===== src/include/i2c_ctl_pkg.sv =====
// Constants, register map and carrier types for the two-wire address and master block.
// Assumes a 50 MHz system clock and one block instance per package user.
package i2c_ctl_pkg;

	// Register byte addresses.
	localparam logic [31:0] OFF_MCTL = 32'hffff0880;
	localparam logic [31:0] OFF_MSTA = 32'hffff0884;
	localparam logic [31:0] OFF_ID0 = 32'hffff0888;
	localparam logic [31:0] OFF_TLO = 32'hffff0898;
	localparam logic [31:0] OFF_THI = 32'hffff089c;
	localparam logic [31:0] OFF_SCTL = 32'hffff08a0;
	localparam logic [31:0] OFF_TXD = 32'hffff08a4;
	localparam logic [31:0] OFF_RXD = 32'hffff08a8;
	localparam logic [31:0] OFF_SSTA = 32'hffff08ac;
	localparam logic [31:0] ID_SPAN = 32'h00000010;

	// Reset values and writable masks.
	localparam logic [15:0] MCTL_RST = 16'h0000;
	localparam logic [15:0] MCTL_WMASK = 16'h01f7;
	localparam logic [7:0] BYTE_RST = 8'h00;
	localparam logic [1:0] SCTL_RST = 2'h0;

	// Slave control field positions.
	localparam int SCTL_EN = 0;
	localparam int SCTL_TEN = 1;

	// Sticky event positions inside the event vector.
	localparam int EV_TX = 0;
	localparam int EV_RX = 1;
	localparam int EV_AL = 2;
	localparam int EV_NA = 3;
	localparam int EV_ND = 4;
	localparam int EV_TC = 5;

	// Prefix that marks a ten-bit address byte.
	localparam logic [4:0] TEN_PREFIX = 5'h1e;

	// Bus timing: half of one 100 kHz bit period.
	localparam int CLK_NS = 20;
	localparam int HALF_NS = 5000;
	localparam int HALF_CYC = (HALF_NS + CLK_NS - 1) / CLK_NS;

	typedef struct packed {
		logic [6:0] rsvd_hi;
		logic stop_done_irq_enable;
		logic nack_irq_enable;
		logic arb_lost_irq_enable;
		logic tx_byte_irq_enable;
		logic rx_data_irq_enable;
		logic rsvd3;
		logic internal_loopback_enable;
		logic backoff_disable;
		logic master_enable;
	} mctl_t;

	typedef struct packed {
		logic [31:0] addr;
		logic [15:0] wdata;
		logic we;
		logic re;
	} reg_req_t;

	typedef enum logic [2:0] {
		M_IDLE = 3'h0,
		M_START = 3'h1,
		M_LOW = 3'h2,
		M_HIGH = 3'h3,
		M_STOP_A = 3'h4,
		M_STOP_B = 3'h5,
		M_STOP_C = 3'h6
	} mst_t;

endpackage : i2c_ctl_pkg


===== src/logic/i2c_addr_master.sv =====
// Two-wire bus block: slave address recognition, master addressing and master control.
// Assumes open-drain pads outside and a register master on the same clock.
//
// What this block does
// - Slave matches first byte against four identifiers.
// - Identifier bit 0 ignored in seven-bit matching.
// - Ten-bit enable gives one ten-bit slave address.
// - Ten-bit identifier layout with 11110b prefix.
// - Seven-bit target and direction in low target.
// - Ten-bit target split over both target registers.
// - Stop condition raises enabled completion interrupt.
// - Received not-acknowledge raises enabled interrupt.
// - Lost arbitration raises enabled interrupt.
// - Each acknowledged sent byte raises enabled interrupt.
// - Receive enable gates received-data interrupt.
// - Loopback routes own drives to own inputs.
// - Back-off disable lets master start anyway.
// - Otherwise master waits for a free bus.
// - Master enable bit switches master operation.
// - Control register 16 bits, resets to zero.
// - Status register 16 bits, read-only, resets zero.
// - Master or slave, never both together.
// - Never stretch the clock, tolerate others.
//
// Decided for this implementation: the strobed register port.
`timescale 1ns/10ps

module i2c_addr_master
	import i2c_ctl_pkg::*;
#(
	parameter int HALF_CYCLES = HALF_CYC
) (
	// Clock and reset.
	input wire logic clock_i,
	input wire logic rst_i,
	// Register port.
	input wire reg_req_t req_i,
	output logic [15:0] rdata_o,
	// Bus pins.
	input wire logic scl_i,
	output logic scl_o,
	output logic scl_oe_o,
	input wire logic sda_i,
	output logic sda_o,
	output logic sda_oe_o,
	// Interrupt request.
	output logic irq_o
);

	localparam int CW = $clog2(HALF_CYCLES + 1);

	function automatic logic id7_hit(input logic [7:0] id, input logic [7:0] b);
		return id[7:1] == b[7:1];
	endfunction : id7_hit

	mctl_t mctl_q;
	logic [7:0] id_q [4];
	logic [7:0] tlo_q, thi_q, txd_q, rxd_q, rx_d;
	logic [1:0] sctl_q;
	logic txv_q, busy_q, irq_q;
	logic [5:0] ev_q, ev_set;
	logic [15:0] rdata_q, rd_w, sta_w;
	logic scl_s1, scl_s2, sda_s1, sda_s2;
	logic scl_p_q, sda_p_q, scl_oe_q, sda_oe_q;
	mst_t st_q, st_d;
	logic [CW-1:0] cnt_q;
	logic [3:0] bit_q, bit_d;
	logic [1:0] ph_q, ph_d;
	logic [7:0] sh_q, sh_d;
	logic rd_q, rd_d;
	logic [3:0] s_cnt_q;
	logic [7:0] s_sh_q;
	logic s_on_q, s_byte_q, s_ack_q, s_addr_q, s_pre_q;

	// Register decode.
	wire men = mctl_q.master_enable;
	wire loop = mctl_q.internal_loopback_enable;
	wire [31:0] id_rel = req_i.addr - OFF_ID0;
	wire is_id = (id_rel < ID_SPAN) && (id_rel[1:0] == 2'h0);
	wire [1:0] id_ix = id_rel[3:2];
	wire wr_mctl = req_i.we && (req_i.addr == OFF_MCTL);
	wire wr_tlo = req_i.we && (req_i.addr == OFF_TLO);
	wire wr_thi = req_i.we && (req_i.addr == OFF_THI);
	wire wr_sctl = req_i.we && (req_i.addr == OFF_SCTL);
	wire wr_txd = req_i.we && (req_i.addr == OFF_TXD);
	wire rd_sta = req_i.re && (req_i.addr == OFF_MSTA);

	// Bus lines as seen by the engines.
	wire scl_l = loop ? !scl_oe_q : scl_s2;
	wire sda_l = loop ? !sda_oe_q : sda_s2;
	wire start_w = scl_l && scl_p_q && sda_p_q && !sda_l;
	wire stop_w = scl_l && scl_p_q && !sda_p_q && sda_l;
	wire scl_rise = scl_l && !scl_p_q;
	wire scl_fall = !scl_l && scl_p_q;

	// Master addressing.
	wire ten_m = tlo_q[7:3] == TEN_PREFIX;
	wire tick = cnt_q == CW'(HALF_CYCLES - 1);
	wire go_w = txv_q && men && (mctl_q.backoff_disable || !busy_q);
	wire snd_low = !rd_q && (bit_q < 4'h8) && !sh_q[7];
	wire msda_w = (st_q == M_START) || (st_q == M_STOP_A) || (st_q == M_STOP_B)
		|| (((st_q == M_LOW) || (st_q == M_HIGH)) && snd_low);
	wire mscl_d = (st_d == M_LOW) || (st_d == M_STOP_A);
	wire arb_w = !rd_q && (bit_q < 4'h8) && sh_q[7] && !sda_l;

	// Slave recognition.
	wire sen = sctl_q[SCTL_EN] && !men;
	wire ten_s = sctl_q[SCTL_TEN];
	wire hit7 = id7_hit(id_q[0], s_sh_q) || id7_hit(id_q[1], s_sh_q)
		|| id7_hit(id_q[2], s_sh_q) || id7_hit(id_q[3], s_sh_q);
	wire pre_hit = s_sh_q[7:1] == {TEN_PREFIX, id_q[1][2:1]};
	wire low_hit = s_sh_q == {id_q[1][0], id_q[0][7:1]};
	wire s_cmp = scl_fall && s_on_q && (s_cnt_q == 4'h8) && !s_ack_q;
	wire s_match = ten_s ? (s_byte_q ? (s_pre_q && low_hit) : pre_hit) : hit7;

	// Status word and read mux.
	assign sta_w = {6'h00, busy_q, ev_q[EV_TC], ev_q[EV_ND], st_q != M_IDLE,
		ev_q[EV_AL], ev_q[EV_NA], ev_q[EV_RX], ev_q[EV_TX], 2'h0};
	assign rd_w = (req_i.addr == OFF_MCTL) ? mctl_q
		: (req_i.addr == OFF_MSTA) ? sta_w
		: is_id ? {8'h00, id_q[id_ix]}
		: (req_i.addr == OFF_TLO) ? {8'h00, tlo_q}
		: (req_i.addr == OFF_THI) ? {8'h00, thi_q}
		: (req_i.addr == OFF_SCTL) ? {14'h0000, sctl_q}
		: (req_i.addr == OFF_TXD) ? {8'h00, txd_q}
		: (req_i.addr == OFF_RXD) ? {8'h00, rxd_q}
		: (req_i.addr == OFF_SSTA) ? {14'h0000, s_pre_q, s_addr_q}
		: 16'h0000;

	// Interrupt enables lined up with the event vector.
	wire [5:0] en_w = {mctl_q.stop_done_irq_enable, mctl_q.nack_irq_enable,
		mctl_q.nack_irq_enable, mctl_q.arb_lost_irq_enable,
		mctl_q.rx_data_irq_enable, mctl_q.tx_byte_irq_enable};

	assign rdata_o = rdata_q;
	assign scl_o = 1'b0;
	assign sda_o = 1'b0;
	assign scl_oe_o = scl_oe_q;
	assign sda_oe_o = sda_oe_q;
	assign irq_o = irq_q;

	// Master bit engine.
	always_comb begin
		st_d = st_q;
		bit_d = bit_q;
		ph_d = ph_q;
		sh_d = sh_q;
		rd_d = rd_q;
		rx_d = rxd_q;
		ev_set = 6'h00;
		unique case (st_q)
			M_IDLE: begin
				if (go_w) begin
					st_d = M_START;
					sh_d = tlo_q;
					ph_d = 2'h0;
					bit_d = 4'h0;
					rd_d = 1'b0;
				end
			end
			M_START: begin
				if (tick) st_d = M_LOW;
			end
			M_LOW: begin
				if (tick) st_d = M_HIGH;
			end
			M_HIGH: begin
				if (tick && arb_w) begin
					st_d = M_IDLE;
					ev_set[EV_AL] = 1'b1;
				end else if (tick && (bit_q < 4'h8)) begin
					bit_d = bit_q + 4'h1;
					sh_d = {sh_q[6:0], sda_l};
					st_d = M_LOW;
				end else if (tick) begin
					bit_d = 4'h0;
					st_d = M_STOP_A;
					if (rd_q) begin
						ev_set[EV_RX] = 1'b1;
						rx_d = sh_q;
					end else if (sda_l) begin
						ev_set[EV_ND] = ph_q == 2'h2;
						ev_set[EV_NA] = ph_q != 2'h2;
					end else begin
						ev_set[EV_TX] = 1'b1;
						if (ph_q == 2'h0 && ten_m) begin
							ph_d = 2'h1;
							sh_d = thi_q;
							st_d = M_LOW;
						end else if (ph_q != 2'h2) begin
							ph_d = 2'h2;
							rd_d = tlo_q[0];
							sh_d = txd_q;
							st_d = M_LOW;
						end
					end
				end
			end
			M_STOP_A: begin
				if (tick) st_d = M_STOP_B;
			end
			M_STOP_B: begin
				if (tick) st_d = M_STOP_C;
			end
			M_STOP_C: begin
				if (tick) st_d = M_IDLE;
			end
		endcase
		if (!men) st_d = M_IDLE;
		if (stop_w && men) ev_set[EV_TC] = 1'b1;
	end

	always_ff @(posedge clock_i) begin
		scl_s1 <= scl_i;
		scl_s2 <= scl_s1;
		sda_s1 <= sda_i;
		sda_s2 <= sda_s1;
	end

	always_ff @(posedge clock_i) begin
		if (rst_i) begin
			mctl_q <= MCTL_RST;
			tlo_q <= BYTE_RST;
			thi_q <= BYTE_RST;
			txd_q <= BYTE_RST;
			sctl_q <= SCTL_RST;
			for (int i = 0; i < 4; i++) id_q[i] <= BYTE_RST;
		end else begin
			if (wr_mctl) mctl_q <= req_i.wdata & MCTL_WMASK;
			if (wr_tlo) tlo_q <= req_i.wdata[7:0];
			if (wr_thi) thi_q <= req_i.wdata[7:0];
			if (wr_txd) txd_q <= req_i.wdata[7:0];
			if (wr_sctl) sctl_q <= req_i.wdata[1:0];
			if (req_i.we && is_id) id_q[id_ix] <= req_i.wdata[7:0];
		end
	end

	always_ff @(posedge clock_i) begin
		if (rst_i) begin
			rdata_q <= 16'h0000;
			ev_q <= 6'h00;
			irq_q <= 1'b0;
			txv_q <= 1'b0;
			rxd_q <= BYTE_RST;
		end else begin
			rdata_q <= req_i.re ? rd_w : 16'h0000;
			ev_q <= (rd_sta ? 6'h00 : ev_q) | ev_set;
			irq_q <= |(ev_q & en_w);
			txv_q <= wr_txd || (txv_q && !go_w);
			rxd_q <= rx_d;
		end
	end

	always_ff @(posedge clock_i) begin
		if (rst_i) begin
			st_q <= M_IDLE;
			cnt_q <= '0;
			bit_q <= 4'h0;
			ph_q <= 2'h0;
			sh_q <= BYTE_RST;
			rd_q <= 1'b0;
		end else begin
			st_q <= st_d;
			bit_q <= bit_d;
			ph_q <= ph_d;
			sh_q <= sh_d;
			rd_q <= rd_d;
			if (st_d != st_q || tick || st_q == M_IDLE) cnt_q <= '0;
			else if (st_q != M_HIGH || scl_l) cnt_q <= cnt_q + CW'(1);
		end
	end

	always_ff @(posedge clock_i) begin
		if (rst_i) begin
			scl_p_q <= 1'b1;
			sda_p_q <= 1'b1;
			busy_q <= 1'b0;
			scl_oe_q <= 1'b0;
			sda_oe_q <= 1'b0;
		end else begin
			scl_p_q <= scl_l;
			sda_p_q <= sda_l;
			busy_q <= start_w || (busy_q && !stop_w);
			scl_oe_q <= mscl_d;
			sda_oe_q <= msda_w || s_ack_q;
		end
	end

	// Slave address receiver.
	always_ff @(posedge clock_i) begin
		if (rst_i || !sen || stop_w) begin
			s_on_q <= 1'b0;
			s_cnt_q <= 4'h0;
			s_sh_q <= BYTE_RST;
			s_byte_q <= 1'b0;
			s_ack_q <= 1'b0;
			s_addr_q <= 1'b0;
			s_pre_q <= 1'b0;
		end else if (start_w) begin
			s_on_q <= 1'b1;
			s_cnt_q <= 4'h0;
			s_byte_q <= 1'b0;
			s_ack_q <= 1'b0;
			s_addr_q <= 1'b0;
			s_pre_q <= 1'b0;
		end else if (scl_fall && s_ack_q) begin
			s_ack_q <= 1'b0;
			s_cnt_q <= 4'h0;
			s_byte_q <= 1'b1;
			s_on_q <= !s_addr_q;
		end else if (s_cmp) begin
			s_ack_q <= s_match;
			s_on_q <= s_match;
			s_addr_q <= s_match && (!ten_s || s_byte_q);
			s_pre_q <= ten_s && !s_byte_q && s_match;
		end else if (scl_rise && s_on_q && s_cnt_q < 4'h8) begin
			s_sh_q <= {s_sh_q[6:0], sda_l};
			s_cnt_q <= s_cnt_q + 4'h1;
		end
	end
endmodule : i2c_addr_master


===== config.mk =====
export PLATFORM = sky130hd
export DESIGN_NAME = i2c_addr_master
export DESIGN_NICKNAME = d
export VERILOG_FILES = /design/src/include/i2c_ctl_pkg.sv /design/src/logic/i2c_addr_master.sv
export SDC_FILE = /design/constraint.sdc
export NUM_CORES = 1
export LEC_CHECK = 0
export BUFFER_PORTS_ARGS = -buffer_cell sky130_fd_sc_hd__buf_2
export CORE_ASPECT_RATIO = 1.25
export CORE_MARGIN = 10
export CORE_UTILIZATION = 55
export DETAILED_ROUTE_END_ITERATION = 6
export GPL_ROUTABILITY_DRIVEN = 0
export PLACE_DENSITY_LB_ADDON = 0.08
export REMOVE_ABC_BUFFERS = 1
export SYNTH_ARGS = -nofsm -noshare
export SYNTH_HDL_FRONTEND = slang
export SYNTH_SLANG_ARGS = --single-unit

===== constraint.sdc =====
create_clock -name clock_i -period 3.96 [get_ports clock_i]
set_input_delay 0.198 -clock clock_i [delete_from_list [all_inputs] [get_ports clock_i]]
set_output_delay 0.198 -clock clock_i [all_outputs]
set_load 0.005 [all_outputs]

Yosys cells after proc, flatten, opt, wreduce, memory -nomap -nowiden

Memories as Yosys holds them, arrays and structs flattened.
Index checks and enable logic that the tools add are counted.

Register bits: 118
Memory bits (writable): 32
Input port bits: 54
Output and inout bits: 21
Word-level logic and storage cells: 279
Memories kept: 1

Add/subtract/negate cells: 4
Order comparisons: 3
Equality and inequality tests: 40
Muxes and demuxes: 86
Bitwise operators: 8
Reductions and logical operators: 96

Memory list:

| name | depth | bits a word | rd ports | clocked after memory_dff | wr ports | RTL line              | source |
|---|---|---|---|---|---|---|---|
| id_q | 4     | 8           | 5        | 0                        | 4        | i2c_addr_master.sv:57 | `logic [7:0] id_q [4];` |

Operators by type and width:

| operator                                                     | count |
|---|---|
| equality test 32 bit (second input constant)                 | 8 |
| 2-to-1 mux 8 bit                                             | 15 |
| 2-to-1 mux 3 bit                                             | 14 |
| logical AND 1 bit                                            | 39 |
| 2-to-1 mux 2 bit                                             | 18 |
| equality test 7 bit                                          | 5 |
| less-than comparator 32 x 5 -> 1 bit (second input constant) | 1 |
| subtractor 32 bit (second input constant)                    | 1 |
| 2-to-1 mux 1 bit                                             | 26 |
| case mux 3 bit (7 select lines)                              | 1 |
| logical OR 1 bit                                             | 18 |
| logical NOT 1 bit                                            | 17 |
| 2-to-1 mux 4 bit                                             | 4 |
| case mux 8 bit (2 select lines)                              | 1 |
| inequality test 2 bit (second input constant)                | 7 |
| equality test 3 bit (second input constant)                  | 4 |
| inequality test 3 x 2 -> 1 bit (second input constant)       | 4 |
| 2-to-1 mux 10 bit                                            | 1 |
| AND reduction 5 bit                                          | 2 |
| OR reduction 10 bit                                          | 1 |
| equality test 3 x 2 -> 1 bit (second input constant)         | 3 |
| 2-to-1 mux 9 bit                                             | 1 |
| adder 4 x 1 -> 4 bit (second input constant)                 | 2 |
| adder 8 x 1 -> 8 bit (second input constant)                 | 1 |
| 30 further kinds                                             | 43 |

Logic depth before layout (Yosys ltp)

Gate-level depths: netlist of the first run.

Word-level depth: 14
Gate-level depth with buffers: 13
Depth with buffers taken out: 11

Worst setup path before layout of the first run

No wires, ideal clock.

Path kind: input -> register
Start: in req_i[21] in the netlist's numbering
End: mem id_q[1][0], enable pin
Library setup time: 0.375 ns
Arrival: 2.939 ns
Required time: 3.585 ns
Path slack: 0.646 ns
Stages: 12
Path buffers: 2
Cells stage by stage: buf_2 -> inv_1 -> ha_1 -> or3b_1 -> a211o_1 -> a2111oi_2 -> a41oi_1 -> nor2_2 -> nand4_4 -> or2_1 -> buf_6 -> o21bai_1

RTL lines:

| element         | RTL line              | source |
|---|---|---|
| start, declared | i2c_addr_master.sv:37 | `input wire reg_req_t req_i,` |
| end, declared   | i2c_addr_master.sv:57 |  |

Worst setup path after layout of the first run

Start: reg mctl_q, in the netlist loop
End: reg sh_q[0]

Longest elaborated chain between the ends: 6
Elaborated cells between the ends (all ways): 10
Classes of those cells: eq/ne: 2; mux: 4; reduce/logical: 4

Ends and longest elaborated chain:

| element                         | RTL line               | source |
|---|---|---|
| start, declared                 | i2c_addr_master.sv:56  | `mctl_t mctl_q;` |
| start signal, assigned          | i2c_addr_master.sv:229 | `if (wr_mctl) mctl_q <= req_i.wdata & MCTL_WMASK;` |
| 2-to-1 mux 1 bit (*)            | i2c_addr_master.sv:90  | `wire sda_l = loop ? !sda_oe_q : sda_s2;` |
| logical NOT 1 bit               | i2c_addr_master.sv:104 | `wire arb_w = !rd_q && (bit_q < 4'h8) && sh_q[7] && !sda_l;` |
| logical AND 1 bit               | i2c_addr_master.sv:104 |  |
| logical AND 1 bit               | i2c_addr_master.sv:168 | `if (tick && arb_w) begin` |
| inequality test 2 bit (no line) | n/a                    |  |
| AND reduction 7 bit (no line)   | n/a                    |  |
| end signal, assigned            | i2c_addr_master.sv:260 | `sh_q <= BYTE_RST;` |
| end signal, assigned            | i2c_addr_master.sv:266 | `sh_q <= sh_d;` |
| end, declared                   | i2c_addr_master.sv:69  | `logic [7:0] sh_q, sh_d;` |

Mark *: on every way between the ends. The rest lies on a longest branch, timed or not. The select of a mux whose other input is x is not followed.
A chain may end at the register's enable or synchronous reset.

==> results.md, run 1 <==
- Most frequent standard cell in the layout excluding fill and tap cells: dfxtp_1
- Most used flip-flop cell after synthesis: dfxtp_1
- Number of input and output port buffers inserted: 59
- H-Tree Depth: 4
- Clock slew at the register clock pins of the worst setup and hold paths: about 0.06 ns
- Maximum number of pins on one net before global-route repair: 66
- Final setup slack of the worst path: 0.8810 ns
- Final hold viol count: 0
- Area of the core: 13,750 um^2
- Unrepaired setup endpoints after global routing: no
- Worst setup skew after layout: 0.008225 ns
- GR Overflow Total: 0
- Post CTS Setup Buffer Count: 0
- Post-DRT Antenna Nets: 0
- Max-cap violation count: 0
- Measured slew at the worst slew-check pin: 0.8680 ns
- Post-synthesis compound-gate area fraction: 15.30%
- Avg WL per Cell: approximately 19 um
- Timing-limited maximum frequency: 0.3248 GHz
- Effective utilization at floorplan: 55.61%
- Overall power: 3.305 mW
- Xor-xnor portion of the synthesized cell area: 5.611%
- HPWL after DPL: 15,280 um
- Part of the Yosys area used for sequential elements: 41.88%
- Most frequent cells in the layout: dfxtp_1 (112), nor2_1 (105), nand2_1 (90)
- Worst Setup Slack post-DPL: roughly 0.63 ns
- Required time reported for the critical path endpoint: 4.30 ns
- Drt pass-1 iters: 5
- Launching element type of the critical path: register
- Number of vias per cell after detailed routing: 6.086
- Library cells used by synthesis: 72
- Via count of the first global-routing pass: 6,538
- Cell at the root of the clock tree: clkbuf_16
- Final critical path time including I/O delays and setup: 3.079 ns
- Standard-cell rows: 48
- Clock tree from TritonCTS: built
- Width of the die: around 130 um
- Clk sink count: around 140
- Initial DRC Count: 615
- Final Hold Slack: 0.06154 ns
- Power per cell area: 383.5 nW/um^2
- Summed negative setup slack over all endpoints: 0 ns
- Critical path arrival: 3.42 ns
- P&R area growth vs syn: 12.68%
- Post-route DRC violation count: 0
- Post-route core utilization: 62.66%
- Max Buffers Root-to-Sink: 2
- Antenna violations before repair: 0
- Main combinational cell family by area after synthesis: simple AND/OR/NAND/NOR gates
- Biggest fanout along the worst timing path: 16
- Area of the mapped netlist: 7649 um^2
- Yosys reg bits: 144
- Cells resized by post-CTS repair: 0
- Via count: 6,634
- Number of pins with negative max-slew slack in the final report: 0
- Overall die area: 19,050 um^2
- Sum of routed wire length over all layers: ~21,000 um
- Simple logic cell fraction of the synthesized area: a little under a quarter
- Number of non-filler instances in the completed layout: 1,090
- Share of layout cells above drive strength 1: between 10% and 20%
- Mux contribution to synthesized area: under 10%
- Final design instance area without fill: ~8600 um^2
- Wire length of the first global-routing pass: 33,070 um
- Cell total after placement: approximately 1,100
- Count of mapped cells out of synthesis: 862
- Critical path class: reg -> reg
- Total clock buffers created by CTS: 17
- I/O Pins: 75
- Net count reported at finish: 962
- Finish-stage setup viols: 0
- Clk Latency, worst-skew pair: 0.43 ns
- Post-synthesis average cell area: 8.873 um^2
- Number of warning messages in the yosys log: 0
- Rel. slew slack: 41.95%
- Final-layout fill cell count: 1,179
- Fraction of registers with async set or reset after synthesis: 0%
- EDFF count, synth: 32
- Antenna diode count: 0
- Die H: 151.8 um
- Share of the clock period used by the worst path: 77.75%
- Worst min path class: in -> reg
- Maximum VDD drop: slightly below 0.0004 V
- Static power due to leakage: approximately 3.2 nW
- Status: finished clean
- Gr usage total: around a fifth
- Post-Place Cell Area: 8021 um^2
- Crit path capture type: register
- Synthesized-area fraction occupied by adder cells: 0.9815%
## metal layers
layer  up-vias  track usage [%]  wire [um]
met4         0            8.077        571
met5         -                0          0
met2       204            35.07      10190
li1       3164                -          -
met3        46            5.325       1187
met1      3220            25.56       8829
## kinds of logic (layout without fill, tap and decap cells)
family	Yosys count	count (layout)
compound gates	182	182
xor+xnor	49	49
fa+ha+maj	6	6
buf+inv	83	129
flops	144	144
mux	54	54
other cells	1	8
simple gates	343	343
## sequential cells by signal, summed over array words and instances, names as in the netlist, 2 cells and up
| register | flops |
|---|---|
| rdata_o | 10 |
| txd_q | 8 |
| cnt_q | 8 |
| tlo_q | 8 |
| st_q | 3 |
| ev_q | 6 |
| rxd_q | 8 |
| ph_q | 2 |
| en_w | 5 |
| id_q | 32 |
| sctl_q | 2 |
| bit_q | 4 |
| sh_q | 8 |
| s_sh_q | 8 |
| thi_q | 8 |
| s_cnt_q | 4 |
## critical path, stage by stage, from the launching register on
cell and delay (ns):
dfxtp_1 0.49, mux2i_1 0.58, nor4b_1 0.18, o32a_1 0.22, nor2_2 0.27, inv_1 0.17
a31oi_2 0.71, nor2_1 0.08, a211oi_1 0.26
## layout make-up
cell class	count	area, um^2	share of cell area (%)
clock buffers	18	450.4	5.226
clock inverters	14	126.4	1.466
inverters	24	90.09	1.045
multi-input cells	642	4124	47.85
flip-flops and latches	144	3203	37.17
well taps	175	219.0	2.541
repair buffers	73	405.4	4.704
## synth_stat cells (all sizes together) (10+ instances only)
master	count	share of area (%)
nand3	17	1.2
inv	24	1.2
a211oi	25	2.5
nor4	21	2.5
a22oi	13	1.3
and3	16	1.4
o21ai	30	2.0
nor2	108	5.5
or2	11	0.90
dfxtp	112	29
edfxtp	32	13
xnor2	31	3.5
nand4	15	1.4
nand2	90	4.4
buf	17	1.4
xor2	18	2.1
clkbuf	42	2.1
mux4	10	2.9
nor3	20	1.3
mux2i	41	5.4
a21oi	69	4.5
and2	11	0.90
## report_power, final
| part | leakage (nW) | internal (mW) | switching, mW |
|---|---|---|---|
| Sequential | 1.21 | 1.52 | 0.0202 |
| Clock | 0.289 | 0.909 | 0.661 |
| Combinational | 1.69 | 0.0727 | 0.122 |
| Total | 3.19 | 2.50 | 0.803 |
## what timing repair did
action / in CTS / in global routing
hold buffers: 2 / 0
endpoints found under the hold margin: 2 / 0
endpoints found under the setup margin: 0 / 0
## worst paths after layout
check,startpoint,endpoint,slack (ns),cells after the start
worst max-delay path,loop,sh_q[0],0.88,8
worst min-delay path,req_i[10],en_w[5],0.06,3
worst max register to register,loop,sh_q[0],0.88,8
worst min register to register,sda_s1,sda_s2,0.33,0
Power figures use the tool's default switching activity.
==> run 2: changes to the inputs <==
--- a/config.mk
+++ b/config.mk
@@ -8,7 +8,7 @@
 export BUFFER_PORTS_ARGS = -buffer_cell sky130_fd_sc_hd__buf_2
 export CORE_ASPECT_RATIO = 1.25
 export CORE_MARGIN = 10
-export CORE_UTILIZATION = 55
+export CORE_UTILIZATION = 54
 export DETAILED_ROUTE_END_ITERATION = 6
 export GPL_ROUTABILITY_DRIVEN = 0
 export PLACE_DENSITY_LB_ADDON = 0.08
==> constraint.sdc (replaced) <==
create_clock -name clock_i -period 2.6 [get_ports clock_i]
set_input_delay 0.13 -clock clock_i [delete_from_list [all_inputs] [get_ports clock_i]]
set_output_delay 0.13 -clock clock_i [all_outputs]
set_load 0.005 [all_outputs]
==> run 2 against run 1 <==
  * Global-route usage is 0.86 points higher
  * Utilization increased by 2.1 points
  * Total power is 56% higher
  * Clock power is 59% higher
  * First-iteration DRC count is 1.8% higher
  * Wire length increased by 3.2%
  * Critical path type is now in -> reg
  * Combinational power increased by 66%
  * Die area up 1.6%
  * Worst setup slack got worse by 0.73 ns
  * Largest cell class unchanged
  * Worst hold slack lost 0.017 ns
==> results.md, run 2 (same netlist as run 1, synthesis figures left out) <==
- Number of vias per cell after detailed routing: 6.037
- Effective utilization at floorplan: 55.13%
- Standard-cell rows: between 40 and 50
- Overall die area: 19,350 um^2
- Clk sink count: 144
- Max Buffers Root-to-Sink: 2
- Wire length of the first global-routing pass: 34,720 um
- Final critical path time including I/O delays and setup: 2.454 ns
- H-Tree Depth: 4
- Antenna diode count: 0
- Cell depth of the worst flop-to-flop path: 8
- Die H: around 150 um
- Total clock buffers created by CTS: 17
- Summed negative setup slack over all endpoints: 0 ns
- Antenna violations before repair: 0
- Post-route DRC violation count: 0
- Most heavily used metal layer in global routing: met2
- Cell at the root of the clock tree: clkbuf_16
- Most frequent cells in the layout: dfxtp_1 (112), nor2_1 (105), nand2_1 (90)
- Critical path class: in -> reg
- Area of the core: 13,870 um^2
- Max FFs per register: 32
- Sink of the worst hold path: sctl_q[1]
- Share of the clock period used by the worst path: 94.37%
- Post-route core utilization: around 65%
- Drt pass-1 iters: 5
- Gr usage total: 21.97%
- I/O Pins: 75
- Number of input and output port buffers inserted: 59
- Rel. slew slack: 46.95%
- Global-route track usage on met3: 5.190%
- Post-DRT Antenna Nets: 0
- Max-cap violation count: 0
- Static power due to leakage: 3.386 nW
- Status: finished clean
- Clock slew at the register clock pins of the worst setup and hold paths: ~0.06 ns
- Unrepaired setup endpoints after global routing: no
- Met1 Usage GRT: 26.32%
- Finish-stage setup viols: 0
- Launch point of the worst reg-to-reg path: loop
- Initial DRC Count: 626
- Hold path startpoint: req_i[3]
- Post-Place Cell Area: 8302 um^2
- Final design instance area without fill: 8986 um^2
- Share of layout cells above drive strength 1: 19.41%
- Timing-limited maximum frequency: between 0.4 and 0.5 GHz
- Measured slew at the worst slew-check pin: ~0.8 ns
- Largest Register: id_q
- Worst r2r dst: sh_q[0]
- Crit path capture type: register
- Clock tree from TritonCTS: built
- HPWL after DPL: 15,830 um
- GR Overflow Total: 0
- Maximum number of pins on one net before global-route repair: 89
- Launching element type of the critical path: primary input
- Worst setup skew after layout: 0.007422 ns
- Power per cell area: 574.0 nW/um^2
- Clk Latency, worst-skew pair: ~0.43 ns
- Net count reported at finish: 997
- Sum of routed wire length over all layers: 21,450 um
- Most frequent standard cell in the layout excluding fill and tap cells: dfxtp_1
- Final hold viol count: 0
- Number of pins with negative max-slew slack in the final report: 0
- Worst hold stages: 3
- Via count: 6,780
- Biggest fanout along the worst timing path: 8
- Worst min path class: in -> reg
- Avg WL per Cell: 19.10 um
- Via count of the first global-routing pass: 6,611
- Maximum VDD drop: roughly 0.00058 V
- P&R area growth vs syn: 17.49%
- Global-route track usage on met2: a little under two fifths
- Required time reported for the critical path endpoint: 2.74 ns
- Register-to-Register Setup Slack: 0.22 ns
- Critical path arrival: 2.59 ns
- Width of the die: roughly 130 um
==> run 2: cell types whose count changed in the layout (fill, tap and decap cells not counted), moves of 3 or more <==
cell,delta
buf_4,+31
a221oi_1,-3
inv_6,-3
a221oi_2,+3
==> run 2: final cells by class <==
class                      count  area [um^2]
sequential                   144         3203
clock buffer                  22        506.7
inverter                      24        90.09
multi-input combinational    642         4168
clock inverter                 8        100.1
timing repair buffer         108        699.4
tap                          175        219.0
fill                        1206         4887
==> run 2: repair_timing <==
item                       4_1_cts  5_1_grt
setup buffers                    0        0
hold endpoints to repair         3        0
resized for setup                0       10
hold buffers                     3        0
setup endpoints to repair        0       71
==> run 2: per-layer routing <==
layer | routed length, um | vias up
met1 | 8923 | 3270
met4 | 660 | 0
li1 | - | 3236
met3 | 1188 | 52
met2 | 10680 | 222
met5 | 0 | -
==> run 2: worst max-delay path by stage <==
| stage | from | end | slack (ns) | depth (start not counted) |
|---|---|---|---|---|
| 2_1_floorplan | req_i[21] | id_q[1][0] | -0.63 | 10 |
| 5_1_grt | req_i[22] | rdata_o[5] | 0.007 | 13 |
| 6_report | req_i[21] | id_q[1][3] | 0.15 | 12 |
| 3_3_place_gp | req_i[21] | rdata_o[5] | -0.29 | 13 |
| 4_1_cts | req_i[22] | rdata_o[5] | 0.005 | 13 |
| 3_5_place_dp | req_i[22] | rdata_o[4] | -0.38 | 13 |
==> run 2: metrics by stage <==
step | setup WS [ns] | power (mW) | instances | hold WS [ns]
2_1_floorplan | -0.6271 | 2.517 | 810 | 0.1577
3_3_place_gp | -0.2944 | 2.699 | 1090 | 0.2338
3_5_place_dp | -0.3849 | 2.708 | 1090 | 0.2424
4_1_cts | 0.004770 | 5.171 | 1123 | 0.03269
5_1_grt | 0.007459 | 5.316 | 1123 | 0.04847
6_report | 0.1464 | 5.158 | 1123 | 0.04457
==> run 2: report_power, final <==
part	total, mW	switching [mW]	internal (mW)
Sequential	2.35	0.0310	2.32
Combinational	0.323	0.194	0.129
Clock	2.49	0.925	1.56
Total	5.16	1.15	4.01
==> run 2: worst max-delay path: stages <==
cell	delay, ns
buf_2	0.11
inv_1	0.07
ha_2	0.21
or3b_4	0.41
a211o_1	0.30
a2111oi_2	0.37
a41oi_1	0.09
nor2_2	0.19
nand4_4	0.12
or2_1	0.26
o21bai_1	0.13
buf_4	0.19
==> run 3: changes to the inputs <==
--- a/config.mk
+++ b/config.mk
@@ -7,7 +7,7 @@
 export LEC_CHECK = 0
 export BUFFER_PORTS_ARGS = -buffer_cell sky130_fd_sc_hd__buf_2
 export CORE_ASPECT_RATIO = 1.25
-export CORE_MARGIN = 10
+export CORE_MARGIN = 1.5
 export CORE_UTILIZATION = 54
 export DETAILED_ROUTE_END_ITERATION = 6
 export GPL_ROUTABILITY_DRIVEN = 0
==> constraint.sdc (replaced) <==
create_clock -name clock_i -period 2.6 [get_ports clock_i]
set_input_delay 0.13 -clock clock_i [delete_from_list [all_inputs] [get_ports clock_i]]
set_output_delay 0.13 -clock clock_i [all_outputs]
set_load 0.1 [all_outputs]
==> run 3 against run 2 <==
  * Combinational power up 15%
  * Count of clock-buffer cells in the layout up 1
  * Wire length down 3.1%
  * Cell count up 0.45%
  * Clock skew about the same
  * Via count down 0.25%
  * Clock power up 13%
  * Register-to-register slack about the same
  * Non-clock buffer count up 3
  * Maximum frequency down 0.80%
  * Critical endpoint is now rdata_o[2]
  * Largest cell class unchanged
==> results.md, run 3 (same netlist as run 1, synthesis figures left out) <==
- Width of the die: between 100 and 150 um
- Launching element type of the critical path: primary input
- Maximum number of pins on one net before global-route repair: 48
- Cell total after placement: 1,093
- Launch point of the worst reg-to-reg path: loop
- Initial DRC Count: about 570
- Slowest stage delay, CP: 0.42 ns
- Effective utilization at floorplan: 55.37%
- Share of the clock period used by the worst path: 95.13%
- Area of the core: 13,810 um^2
- Via count: 6,763
- Overall die area: 14,890 um^2
- Critical path arrival: 2.79 ns
- Clk sink count: around 140
- Worst Setup Slack post-DPL: -0.2863 ns
- Clock slew at the register clock pins of the worst setup and hold paths: roughly 0.06 ns
- Final critical path time including I/O delays and setup: 2.474 ns
- Measured slew at the worst slew-check pin: around 0.60 ns
- Final Hold Slack: 0.05963 ns
- GR Overflow Total: 0
- Number of pins with negative max-slew slack in the final report: 0
- Number of vias per cell after detailed routing: 5.996
- Post-route DRC violation count: 0
- Standard-cell rows: 48
- Max-cap violation count: 0
- Clock tree from TritonCTS: built
- Worst setup skew after layout: 0.007066 ns
- Most frequent standard cell in the layout excluding fill and tap cells: dfxtp_1
- Net count reported at finish: approximately 1,000
- Worst min path class: in -> reg
- Final setup slack of the worst path: about 0.13 ns
- Critical path's slowest cell: or3b_1
- Number of input and output port buffers inserted: 59
- Static power due to leakage: between 3 and 4 nW
- Required time reported for the critical path endpoint: slightly below 3 ns
- Finish-stage setup viols: 0
- Crit path cell chain: buf_2 > inv_1 > ha_1 > or3b_1 > a211oi_2 > mux2_2 > a21oi_1 > o211a_1 > nand4_4 > buf_4 > or2_0 > a221oi_1 > nor2_1
- Cell at the root of the clock tree: clkbuf_16
- Biggest fanout along the worst timing path: 14
- Register-to-Register Setup Slack: approximately 0.22 ns
- Start point of the critical path: req_i[21]
- Number of non-filler instances in the completed layout: 1,128
- Antenna violations before repair: 0
- P&R area growth vs syn: 18.27%
- Share of layout cells above drive strength 1: between 10% and 20%
- Wire length of the first global-routing pass: 33,040 um
- Most frequent cells in the layout: dfxtp_1 (112), nor2_1 (105), nand2_1 (90)
- Clk Latency, worst-skew pair: 0.43 ns
- Via count of the first global-routing pass: 6,467
- Largest Register: id_q
- Maximum VDD drop: 0.0004746 V
- I/O Pins: 75
- HPWL after DPL: 15,360 um
- Avg WL per Cell: between 15 and 20 um
- Final hold viol count: 0
- Antenna diode count: 0
- Final design instance area without fill: 9046 um^2
- Overall power: 5.540 mW
- Post-route core utilization: 65.49%
- Total clock buffers created by CTS: 17
- Gr usage total: 29.00%
- Status: finished clean
- Power per cell area: slightly above 600 nW/um^2
- Cell depth of the worst flop-to-flop path: 8
- Timing-limited maximum frequency: between 0.4 and 0.5 GHz
- Max Buffers Root-to-Sink: 2
- Max FFs per register: 32
- Post-Place Cell Area: 8299 um^2
- Die H: 136.1 um
- Post-DRT Antenna Nets: 0
- Critical path class: in -> reg
- Sum of routed wire length over all layers: 20,790 um
- Worst r2r dst: sh_q[3]
- Capture point of the critical path: rdata_o[2]
- Drt pass-1 iters: 5
- Summed negative setup slack over all endpoints: 0 ns
- Crit path capture type: register
- H-Tree Depth: 4
- Rel. slew slack: 59.59%
## run 3: changes by cell type in the layout (fill, tap and decap cells not counted), sizes merged
cell / before / now
clkinv: 3 / 2
bufinv: 2 / 4
inv: 25 / 26
clkinvlp: 2 / 1
clkbuf: 22 / 23
buf: 105 / 108
## run 3: report_power, final
part / internal [mW] / switching [mW] / total, mW / leakage (nW)
combinational: 0.129 / 0.243 / 0.372 / 1.88
sequential: 2.32 / 0.0307 / 2.35 / 1.21
clock: 1.86 / 0.959 / 2.82 / 0.342
total: 4.31 / 1.23 / 5.54 / 3.43
## run 3: worst max-delay path, delay by kind of cell
family / cells / cell delay (ns)
AND/OR/NAND/NOR: 4 / 0.85
multiplexers: 1 / 0.36
adder cells (fa/ha/maj): 1 / 0.16
buffers and inverters: 3 / 0.43
AO/OA/AOI/OAI: 4 / 0.87
## run 3: worst min path at each step
stage / startpoint / endpoint / slack [ns] / cells past startpoint
global route: req_i[4] / thi_q[2] / 0.06 / 3
global placement: sda_i / sda_s1 / 0.23 / 1
floorplan: scl_i / scl_s1 / 0.16 / 0
detailed placement: scl_i / scl_s1 / 0.24 / 1
CTS: req_i[5] / thi_q[3] / 0.05 / 3
finish: req_i[5] / thi_q[3] / 0.06 / 3
## run 3: per-layer routing
layer | part of all wire, % | vias up | global-route usage [%]
met5 | 0 | - | 0
met4 | 3.1 | 0 | 12.48
met3 | 5.5 | 47 | 5.753
met2 | 49 | 250 | 48.96
met1 | 43 | 3224 | 35.58
li1 | - | 3242 | -
## run 3: final cells by class
type / count / area, um^2
clock buffer: 23 / 541.8
clock inverter: 9 / 160.2
fill: 1154 / 4767
inverter: 24 / 90.09
multi-input combinational: 642 / 4139
sequential: 144 / 3203
tap: 175 / 219.0
timing repair buffer: 111 / 693.2
## run 3: repair_timing
item | in CTS | in global routing
setup buffers | 0 | 0
setup endpoints to repair | 0 | 8
endpoints found under the hold margin | 3 | 0
resized for setup | 0 | 3
hold buffers | 3 | 0
